===== src/logic/timer_compare_regs.vh =====
// Register map, field layout and mode codes of the compare-output unit
`ifndef TIMER_COMPARE_REGS_VH
`define TIMER_COMPARE_REGS_VH

// Register byte offsets
`define OFS_CTRL_A 4'h0
`define OFS_CTRL_B 4'h4
`define OFS_CMP_A 4'h8
`define OFS_CMP_B 4'hC

// Control A fields
`define CHA_MODE_HI 7
`define CHA_MODE_LO 6
`define CHB_MODE_HI 5
`define CHB_MODE_LO 4
`define WGS_LO_HI 1
`define WGS_LO_LO 0

// Control B fields
`define WGS_BIT2 3
`define FORCE_A_BIT 7
`define FORCE_B_BIT 6

// Status word layout
`define ST_WAVE_A 0
`define ST_WAVE_B 1
`define ST_DIR_DOWN 2
`define ST_AT_TOP 3

// Output mode codes
`define COM_OFF 2'h0
`define COM_TOGGLE 2'h1
`define COM_CLEAR 2'h2
`define COM_SET 2'h3

// Waveform generation codes
`define WGM_NORMAL 3'h0
`define WGM_PC_FF 3'h1
`define WGM_CTC 3'h2
`define WGM_FAST_FF 3'h3
`define WGM_PC_OCRA 3'h5
`define WGM_FAST_OCRA 3'h7

// Reset values and constants
`define RST_BYTE 8'h00
`define CNT_MAX 8'hFF
`define CNT_ZERO 8'h00
`define CNT_ONE 8'h01
`define RST_WORD 32'h00000000
`define RST_SYNC3 3'h0

// Bus address lane within a word
`define ADR_LANE_HI 1
`define ADR_LANE_LO 0
`define ADR_ALIGNED 2'h0

`endif


===== src/logic/compare_channel.v =====
// One compare-output channel: mode decode, waveform flip-flop and pin override
`timescale 1ns/100ps
`default_nettype none
`include "timer_compare_regs.vh"

module compare_channel (
   // Clock and reset
   input wire core_clk_i,
   input wire rst_n_i,
   // Configuration
   input wire [1:0] mode_i,
   input wire is_fast_i,
   input wire is_phase_i,
   input wire toggle_ok_i,
   input wire [7:0] compare_value_i,
   input wire [7:0] top_i,
   // Counter events
   input wire tick_i,
   input wire match_i,
   input wire at_top_i,
   input wire down_i,
   input wire force_i,
   // Pin
   input wire dir_out_i,
   input wire port_data_i,
   output wire pin_o,
   output wire pin_oe_o,
   output wire wave_o
);

   reg wave;
   reg next_wave;
   wire upper_set;
   wire top_case;
   wire connected;

   assign upper_set = mode_i[1];
   // Compare value at top with upper mode bit set
   assign top_case = upper_set && (compare_value_i == top_i) && (is_fast_i || is_phase_i);
   // Either mode bit set takes the pin over, except the toggle code in PWM modes without toggle_ok_i
   assign connected = (mode_i != `COM_OFF) && !((is_fast_i || is_phase_i) && mode_i == `COM_TOGGLE && !toggle_ok_i);

   always @* begin
      next_wave = wave;
      if (tick_i) begin
         if (is_phase_i) begin
            if (mode_i == `COM_TOGGLE) begin
               if (toggle_ok_i && match_i) begin
                  next_wave = ~wave;
               end
            end else if (top_case) begin
               if (at_top_i) begin
                  next_wave = (mode_i == `COM_CLEAR);
               end
            end else if (match_i && mode_i == `COM_CLEAR) begin
               next_wave = down_i;
            end else if (match_i && mode_i == `COM_SET) begin
               next_wave = ~down_i;
            end
         end else if (is_fast_i) begin
            if (mode_i == `COM_TOGGLE) begin
               if (toggle_ok_i && match_i) begin
                  next_wave = ~wave;
               end
            end else if (top_case) begin
               if (at_top_i) begin
                  next_wave = (mode_i == `COM_CLEAR);
               end
            end else if (at_top_i && mode_i == `COM_CLEAR) begin
               next_wave = 1'b1;
            end else if (at_top_i && mode_i == `COM_SET) begin
               next_wave = 1'b0;
            end else if (match_i && mode_i == `COM_CLEAR) begin
               next_wave = 1'b0;
            end else if (match_i && mode_i == `COM_SET) begin
               next_wave = 1'b1;
            end
         end else if (match_i) begin
            case (mode_i)
               `COM_TOGGLE: next_wave = ~wave;
               `COM_CLEAR: next_wave = 1'b0;
               `COM_SET: next_wave = 1'b1;
               default: next_wave = wave;
            endcase
         end
      end
      // Force acts like a match in non-PWM modes only
      if (force_i && !is_fast_i && !is_phase_i) begin
         case (mode_i)
            `COM_TOGGLE: next_wave = ~wave;
            `COM_CLEAR: next_wave = 1'b0;
            `COM_SET: next_wave = 1'b1;
            default: next_wave = wave;
         endcase
      end
   end

   always @(posedge core_clk_i or negedge rst_n_i) begin
      if (!rst_n_i) begin
         wave <= 1'b0;
      end else begin
         wave <= next_wave;
      end
   end

   // Disconnected channel leaves port data on the pin
   assign pin_o = connected ? wave : port_data_i;
   // Driver only when direction bit says output
   assign pin_oe_o = dir_out_i;
   assign wave_o = wave;

endmodule // compare_channel
`default_nettype wire


===== src/logic/timer_compare_output_unit.v =====
// 8-bit timer with two compare-output channels behind a Wishbone slave
// How it works
// Phase correct, A mode 00: pin disconnected
// Phase correct A 01: toggle when select bit2
// Phase correct A 10: clear up, set down
// Phase correct A 11: set up, clear down
// Phase correct A at top: act at top
// B mode bits 5:4 nonzero take pin; code keeps port data for 01 in PWM modes
// Drive B only when direction is output
// Non-PWM B: off, toggle, clear, set
// Fast B 10: clear match, set top
// Fast B 11: set match, clear top
// Fast B compare at top: act at top
// A mode nonzero takes pin, direction gated; code keeps port data for 01 in PWM without bit2
//
// The Wishbone slave port and the address map were decided locally.
`timescale 1ns/100ps
`default_nettype none
`include "timer_compare_regs.vh"

module timer_compare_output_unit (
   // Clock and reset
   input wire core_clk_i,
   input wire rstn_i,
   // Wishbone slave
   input wire wb_cyc_i,
   input wire wb_stb_i,
   input wire wb_we_i,
   input wire [3:0] wb_adr_i,
   input wire [3:0] wb_sel_i,
   input wire [31:0] wb_dat_i,
   output reg [31:0] wb_dat_o,
   output reg wb_ack_o,
   output wire wb_err_o,
   // Timer clock enable
   input wire timer_tick_i,
   // Port pins
   input wire dir_a_i,
   input wire dir_b_i,
   input wire port_a_i,
   input wire port_b_i,
   output wire wave_out_a_o,
   output wire wave_out_a_oe_o,
   output wire wave_out_b_o,
   output wire wave_out_b_oe_o
);

   reg rst_meta;
   reg rst_sync;
   reg [7:0] ctrl_a;
   reg [7:0] ctrl_b;
   reg [7:0] compare_value_a;
   reg [7:0] compare_value_b;
   reg [7:0] count;
   reg down;
   reg force_a;
   reg force_b;
   reg [2:0] tick_s;
   reg tick_state;
   wire tick;
   wire [2:0] waveform_generation_select;
   wire [1:0] chan_a_output_mode;
   wire [1:0] chan_b_output_mode;
   wire is_fast;
   wire is_phase;
   wire [7:0] top;
   wire at_top;
   wire at_bottom;
   wire wave_a;
   wire wave_b;
   wire access;
   wire wr;
   wire mapped;

   // Reset release through two flip-flops
   always @(posedge core_clk_i or negedge rstn_i) begin
      if (!rstn_i) begin
         rst_meta <= 1'b0;
         rst_sync <= 1'b0;
      end else begin
         rst_meta <= 1'b1;
         rst_sync <= rst_meta;
      end
   end

   // Tick arrives from another domain: three stages, second and third agree
   always @(posedge core_clk_i or negedge rst_sync) begin
      if (!rst_sync) begin
         tick_s <= `RST_SYNC3;
         tick_state <= 1'b0;
      end else begin
         tick_s <= {tick_s[1:0], timer_tick_i};
         if (tick_s[1] == tick_s[2]) begin
            tick_state <= tick_s[2];
         end
      end
   end
   // One count per rising edge of the timer clock
   assign tick = (tick_s[1] == tick_s[2]) && tick_s[2] && !tick_state;

   assign waveform_generation_select = {ctrl_b[`WGS_BIT2], ctrl_a[`WGS_LO_HI:`WGS_LO_LO]};
   assign chan_a_output_mode = ctrl_a[`CHA_MODE_HI:`CHA_MODE_LO];
   assign chan_b_output_mode = ctrl_a[`CHB_MODE_HI:`CHB_MODE_LO];
   assign is_fast = (waveform_generation_select == `WGM_FAST_FF) ||
                    (waveform_generation_select == `WGM_FAST_OCRA);
   assign is_phase = (waveform_generation_select == `WGM_PC_FF) ||
                     (waveform_generation_select == `WGM_PC_OCRA);
   // Top is compare A in CTC and in the bit2 PWM modes
   assign top = (waveform_generation_select == `WGM_CTC || waveform_generation_select[2]) ?
                compare_value_a : `CNT_MAX;
   assign at_top = (count == top);
   assign at_bottom = (count == `CNT_ZERO);

   // Counter: up-count wraps at top, phase correct turns at top and bottom
   always @(posedge core_clk_i or negedge rst_sync) begin
      if (!rst_sync) begin
         count <= `CNT_ZERO;
         down <= 1'b0;
      end else if (tick) begin
         if (is_phase) begin
            if (!down && at_top) begin
               down <= 1'b1;
               count <= count - `CNT_ONE;
            end else if (down && at_bottom) begin
               down <= 1'b0;
               count <= count + `CNT_ONE;
            end else if (down) begin
               count <= count - `CNT_ONE;
            end else begin
               count <= count + `CNT_ONE;
            end
         end else begin
            down <= 1'b0;
            count <= at_top ? `CNT_ZERO : count + `CNT_ONE;
         end
      end
   end

   compare_channel chan_a (
      .core_clk_i(core_clk_i),
      .rst_n_i(rst_sync),
      .mode_i(chan_a_output_mode),
      .is_fast_i(is_fast),
      .is_phase_i(is_phase),
      .toggle_ok_i(waveform_generation_select[2]),
      .compare_value_i(compare_value_a),
      .top_i(top),
      .tick_i(tick),
      .match_i(count == compare_value_a),
      .at_top_i(at_top),
      .down_i(down),
      .force_i(force_a),
      .dir_out_i(dir_a_i),
      .port_data_i(port_a_i),
      .pin_o(wave_out_a_o),
      .pin_oe_o(wave_out_a_oe_o),
      .wave_o(wave_a)
   );

   // Channel B has no toggle in PWM modes
   compare_channel chan_b (
      .core_clk_i(core_clk_i),
      .rst_n_i(rst_sync),
      .mode_i(chan_b_output_mode),
      .is_fast_i(is_fast),
      .is_phase_i(is_phase),
      .toggle_ok_i(1'b0),
      .compare_value_i(compare_value_b),
      .top_i(top),
      .tick_i(tick),
      .match_i(count == compare_value_b),
      .at_top_i(at_top),
      .down_i(down),
      .force_i(force_b),
      .dir_out_i(dir_b_i),
      .port_data_i(port_b_i),
      .pin_o(wave_out_b_o),
      .pin_oe_o(wave_out_b_oe_o),
      .wave_o(wave_b)
   );

   // Wishbone slave: one wait-free ack, every offset answers
   assign access = wb_cyc_i && wb_stb_i && !wb_ack_o;
   assign wr = access && wb_we_i && wb_sel_i[0];
   assign mapped = (wb_adr_i[`ADR_LANE_HI:`ADR_LANE_LO] == `ADR_ALIGNED);
   assign wb_err_o = 1'b0;

   always @(posedge core_clk_i or negedge rst_sync) begin
      if (!rst_sync) begin
         ctrl_a <= `RST_BYTE;
         ctrl_b <= `RST_BYTE;
         compare_value_a <= `RST_BYTE;
         compare_value_b <= `RST_BYTE;
         force_a <= 1'b0;
         force_b <= 1'b0;
         wb_ack_o <= 1'b0;
         wb_dat_o <= `RST_WORD;
      end else begin
         wb_ack_o <= access;
         force_a <= 1'b0;
         force_b <= 1'b0;
         if (wr && mapped) begin
            case (wb_adr_i)
               `OFS_CTRL_A: ctrl_a <= wb_dat_i[7:0];
               `OFS_CTRL_B: begin
                  // Force strobes are not stored
                  ctrl_b <= {4'h0, wb_dat_i[`WGS_BIT2], 3'h0};
                  force_a <= wb_dat_i[`FORCE_A_BIT];
                  force_b <= wb_dat_i[`FORCE_B_BIT];
               end
               `OFS_CMP_A: compare_value_a <= wb_dat_i[7:0];
               `OFS_CMP_B: compare_value_b <= wb_dat_i[7:0];
               default: ctrl_a <= ctrl_a;
            endcase
         end
         if (access && !wb_we_i) begin
            case (wb_adr_i)
               `OFS_CTRL_A: wb_dat_o <= {24'h000000, ctrl_a};
               `OFS_CTRL_B: wb_dat_o <= {24'h000000, ctrl_b};
               `OFS_CMP_A: wb_dat_o <= {24'h000000, compare_value_a};
               `OFS_CMP_B: wb_dat_o <= {24'h000000, compare_value_b};
               default: wb_dat_o <= {16'h0000, count, 4'h0, at_top, down, wave_b, wave_a};
            endcase
         end
      end
   end

endmodule // timer_compare_output_unit
`default_nettype wire


===== config.mk =====
export PLATFORM = sky130hd
export DESIGN_NAME = timer_compare_output_unit
export DESIGN_NICKNAME = d
export VERILOG_FILES = /design/src/logic/compare_channel.v /design/src/logic/timer_compare_output_unit.v
export VERILOG_INCLUDE_DIRS = /design/src /design/src/logic
export SDC_FILE = /design/constraint.sdc
export NUM_CORES = 1
export LEC_CHECK = 0
export ABC_AREA = 1
export BUFFER_PORTS_ARGS = -buffer_cell sky130_fd_sc_hd__buf_2
export CORE_UTILIZATION = 50
export CTS_CLUSTER_SIZE = 14
export DETAILED_ROUTE_END_ITERATION = 8
export PLACE_DENSITY = 0.76
export SYNTH_ARGS = -nofsm -noshare
export SYNTH_HDL_FRONTEND = slang
export SYNTH_SLANG_ARGS = --single-unit
export TNS_END_PERCENT = 1

===== constraint.sdc =====
create_clock -name core_clk_i -period 1.9 [get_ports core_clk_i]
set_input_delay 0.095 -clock core_clk_i [delete_from_list [all_inputs] [get_ports core_clk_i]]
set_output_delay 0.095 -clock core_clk_i [all_outputs]
set_load 0.01 [all_outputs]

; Yosys cells after proc, flatten, opt, wreduce, memory -nomap -nowiden
; Cells that the tools add are included.
[op_classes]
n_reduce_logical = 61
n_eq_ne = 27
n_addsub = 2
muxes = 51
bitwise_logic = 3
[op_table]
columns = operator, count
row1 = $pmux 16 s4, 1
row2 = $mux 8, 6
row3 = $mux 1, 42
row4 = $eq 8x8->1, 5
row5 = $logic_and 1x1->1, 32
row6 = $reduce_and 2->1, 5
row7 = $logic_not 1->1, 9
row8 = $ne 3x3->1 const B, 3
row9 = $add 8x1->8 const B, 1
row10 = $eq 2x2->1 const B, 4
row11 = $eq 4x4->1 const B, 2
row12 = $logic_not 8->1, 1
row13 = $ne 8x8->1 const B, 1
row14 = $reduce_bool 2->1, 4
row15 = $reduce_bool 4->1, 2
row16 = $sub 8x1->8 const B, 1
row17 = $ne 7x7->1 const B, 1
row18 = $eq 3x2->1 const B, 2
row19 = $eq 3x3->1 const B, 2
row20 = $ne 6x6->1 const B, 1
row21 = $pmux 1 s3, 2
row22 = $reduce_and 6->1, 1
row23 = $ne 5x5->1 const B, 1
row24 = $eq 2x1->1 const B, 2
row25 = 8 further kinds, 13
[totals]
regBits = 77
input_bits = 50
elab_cells = 160
output_inout_bits = 38

; Logic depth before layout (Yosys ltp)
[depth]
word_depth = 13
depth_mapped = 18
mapped_depth_nobuf = 18

; Cells and area by module
; Synthesis repeated with hierarchy kept, for this count alone.
[unflattened]
cells_unflattened = 653
area_unflattened_um2 = 4344.2
[by_module_without_submodules]
columns = mod, seq_area_each_um2, area_per_inst_um2, instances, cells_per_inst
row1 = timer_compare_output_unit, 1476.4, 3540.9, 1, 479
row2 = compare_channel, 25.0, 401.6, 2, 87

; Least setup slack after synthesis
; No wires, ideal clock.
[synth_timing]
path_type = flip-flop to flip-flop
from = register count[1]
to = register count[1]
required_time_ns = 1.768
path_slack_ns = -0.056
stages_incl_launch_ff = 14
n_path_buf = 1
t_arrival_ns = 1.824
setup_ns = 0.132
synth_period_minus_slack_ns = 1.956
cell_sequence = dfrtp_1 -> buf_2 -> inv_1 -> ha_1 -> inv_1 -> nor2_1 -> nand4_1 -> nor3_1 -> nor2_1 -> nand2_4 -> inv_2 -> or2_1 -> nand3_1 -> o21ai_1
[synth_via]
elab_chain_len = 5
word_cells_on_any_way = 11
classes_between = add/sub: 2 / eq/ne: 1 / mux: 5 / reduce/logical: 3
[synth_lines]
columns = element, line_no
row1 = from (decl), timer_compare_output_unit.v:54  ; reg [7:0] count;
row2 = from (signal assigned), timer_compare_output_unit.v:117  ; count <= `CNT_ZERO;
row3 = from (signal assigned), timer_compare_output_unit.v:123  ; count <= count - `CNT_ONE;
row4 = from (signal assigned), timer_compare_output_unit.v:126  ; count <= count + `CNT_ONE;
row5 = $add 8x1->8 (no line) (tied with other cells), n/a
row6 = $mux 8 / $logic_and 1x1->1 (equally long branches), "timer_compare_output_unit.v:127, timer_compare_output_unit.v:124"
row7 = $mux 8, timer_compare_output_unit.v:124  ; end else if (down && at_bottom) begin
row8 = $mux 8, timer_compare_output_unit.v:121  ; if (!down && at_top) begin
row9 = $mux 8 *, timer_compare_output_unit.v:120  ; if (is_phase) begin
; Mark *: on every way between the ends. The rest lies on a longest branch, timed or not.
; A chain may end at the register's enable or synchronous reset.

; Worst setup path in the final report
[layout_timing]
from = register ctrl_a[1]
to = register count[6]
[layout_via]
elab_chain_len = 7
word_cells_on_any_way = 11
classes_between = eq/ne: 4 / mux: 4 / reduce/logical: 3
[layout_lines]
columns = element, line_no
row1 = from (decl), timer_compare_output_unit.v:50  ; reg [7:0] ctrl_a;
row2 = from (signal assigned), timer_compare_output_unit.v:190  ; ctrl_a <= `RST_BYTE;
row3 = from (signal assigned), timer_compare_output_unit.v:204  ; `OFS_CTRL_A: ctrl_a <= wb_dat_i[7:0];
row4 = from (signal assigned), timer_compare_output_unit.v:213  ; default: ctrl_a <= ctrl_a;
row5 = $eq 3x2->1 (no line), n/a
row6 = $logic_or 1x1->1, timer_compare_output_unit.v:109  ; assign top = (waveform_generation_select == `WGM_CTC || waveform_generation_select[2]) ?
row7 = $mux 8 (no line), n/a
row8 = $eq 8x8->1, timer_compare_output_unit.v:111  ; assign at_top = (count == top);
row9 = $logic_and 1x1->1, timer_compare_output_unit.v:121
row10 = $mux 8, timer_compare_output_unit.v:121
row11 = $mux 8 *, timer_compare_output_unit.v:120
; Marked as above.

==> impl_metrics.toml <==
[timing]
final.setup.worst_slack_ps = -75.5
fin_tns_setup_ps = -81.5
final_hold_viol_count = 0
drv_slew = 0
rsz0062_at_grt = "yes"
fin_crit_ps = 1980
fmax_ghz = 0.506
final-setup-viol-count = 2
skew_ps = 11.0
finalCritPeriodShare = 1.04

[routing]
met3_length_um = 736
wl_per_cell_um = 15.4
wl_met2_um = 5780
vias = 4178
firstDrtPassIters = 5
drt-initial-drc-count = 271
route.detailed.drc = 0
vias_per_cell = 5.34
met1_length_um = 5050
routed_wl_um = 12000
ant_nets = 0
topRoutingLayerUsed = "met4"

[synth]
synth_area_per_cell_um2 = 7.15
syn_area_mm2 = 0.00407
yosysWarnings = 0
ys_ff_latch = 61
yosysSeqAreaShare = 0.375
synth-simple-area-share = 0.306
synth_top_family_by_area = "simple AND/OR/NAND/NOR gates"
synthDistinctLibCells = 41
synthMuxAreaShare = 0.0221
synth_compound_area_frac = 0.137
netlist_instances = 570
synth_fa_ha_area_frac = 0.00922
synth_xor_area_frac = 0.0366

[critical_path]
crit_type = "register to register"
slowest_delay_ps = 460
cp.required_ps = 2140
arrival_ps = 2210
crit_slowest_cell = "dfrtp_2"
r2r_cells = 13
start_kind = "register"
path_max_fanout = 7
r2r-start = "ctrl_a[1]"
startpoint = "ctrl_a[1]"
cp-end-kind = "register"
regToRegSetupSlack_ps = -80
path_cells = "nand2_4 > nand2_8 > buf_4 > nand2_1 > nand4_4 > nor2_4 > nand2_4 > nand2_8 > buf_4 > buf_4 > nand3_1 > nand2_1 > a22oi_2"
path_common_cell = "buf_4"

[clocking]
cts.sinks = 61
clk_pin_slew_ps = 70
clk_latency_ps = 360
clockBufferDepth = 2
numCtsBuffers = 9
cts_tree = "done"
root_buffer = "clkbuf_8"
htree_num_levels = 3

[placement]
postPlaceCellArea_mm2 = 0.00464
dpl.hpwl_um = 8920
place_ws_ps = -96.3
gp_congestion = 0.949
portBuffers = 39

[layout]
synthToLayoutAreaGrowth_pct = 27.9
nets = 729
antenna_cells = 0
final_cell_mix = "154 x nand2_1, 65 x buf_4, 57 x dfrtp_1"
drive_gt1_frac = 0.285
final_util = 0.667
mostFrequentLayoutCell = "nand2_1"
final_area_mm2 = 0.00521

[floorplan]
start_util = 0.522
die_height_um = 92.3
core_mm2 = 0.00781
io_pins = 88
rows = 32
die-area_mm2 = 0.00851
die_width_um = 92.3

[grt]
grt_pass1_vias = 3964
grt_max_degree = 33
antenna_found_initial = 0
grt-ovfl-total = 0
grt_use_total = 0.298
grt_pass1_wl_um = 19400

[flow_run]
cap_violations = 0

[hold_path]
hold_path.class = "input port to register"
worst_hold_startpoint = "wb_dat_i[4]"
worstHoldPathCells = 3

[pwr]
p_leak_nw = 2.57
ir_drop_v = 0.000570
power_density_mw_per_mm2 = 930

[status]
violations = "setup timing"
status = "finished, violations left"
registers in the layout, indices dropped and copies added, names as in the netlist, 3 cells and up:
signal           count
wb_dat_o            16
compare_value_b      8
ctrl_a               8
tick_s               3
count                8
compare_value_a      8
worst max-delay path: cells and delay by family, from the launching register on:
family | cells | cell delay (ps)
buffers and inverters | 3 | 370
DFF | 1 | 460
and+or+nand+nor | 9 | 970
AOI/OAI and AO/OA | 1 | 50
synthesized netlist by cell type, drive strengths merged:
cell     count  area [um^2]
nand2      175          719
inv         62          233
dfrtp       61         1530
nor2        58          240
o21ai       55          275
nand3       35          185
buf         28          205
a21oi       27          143
xor2        13          114
mux2         8         90.1
nand4        8         56.3
clkbuf       5         18.8
nor3         5         30.0
xnor2        4         35.0
a22oi        3         22.5
ha           3         37.5
o221ai       3         26.3
o22ai        3         18.8
conb         2         7.51
o2111ai      2         17.5
o211ai       2         15.0
a221oi       1         8.76
a31o         1         8.76
a31oi        1         6.26
clkinv       1         3.75
nor3b        1         7.51
o21bai       1         7.51
o31ai        1         7.51
or2          1         6.26
power by group:
part           internal (mW)  total (mW)  switching (mW)
sequential              1.46        1.61           0.155
clock                  0.744        1.33           0.590
combinational          0.801        1.90            1.10
total                   3.00        4.84            1.84
cells by family after synthesis:
kind of cell | after synthesis
DFF | 61
and+or+nand+nor | 283
other | 2
buffers and inverters | 96
xor gates and xnor gates | 17
muxes | 8
AOI/OAI and AO/OA | 100
adders and majority gates | 3
cell type report:
cell class                      instances  area, um^2
Timing Repair Buffer                  111         764
Clock buffer                            9         124
Clock inverter                          7        98.8
Multi-Input combinational cell        430        2320
Tap cell                              102         128
Inverter                               63         241
Fill cell                             675        2600
Sequential cell                        61        1530
path summary, 6_finish.rpt:
path                                       to
max in group asynchronous            count[2]
min in group asynchronous            rst_sync
min                        compare_value_a[4]
min reg2reg                         ctrl_a[7]
max reg2reg                          count[6]
max                                  count[6]
metal layers:
metal  GRT usage  vias up
met2       0.496      180
met1       0.383     1950
met5           0        -
met3      0.0390       34
li1            -     2014
met4       0.138        0
through the flow:
step / total power, mW / hold WS [ps] / instances
5_1_grt: 5.13 / 53.2 / 783
3_3_place_gp: 3.29 / -121 / 748
2_1_floorplan: 2.73 / -201 / 586
3_5_place_dp: 3.34 / -117 / 748
4_1_cts: 4.75 / 30.8 / 781
6_report: 4.84 / 28.2 / 783
repair_timing:
| item | 4_1_cts | 5_1_grt |
|---|---|---|
| hold buffers | 5 | 0 |
| gates cloned | 1 | 0 |
| pin swaps | 7 | 18 |
| hold endpoints to repair | 5 | 0 |
| setup endpoints to repair | 7 | 12 |
| resized for setup | 18 | 34 |
| setup buffers | 11 | 2 |
(Power assumes the default switching activity.)
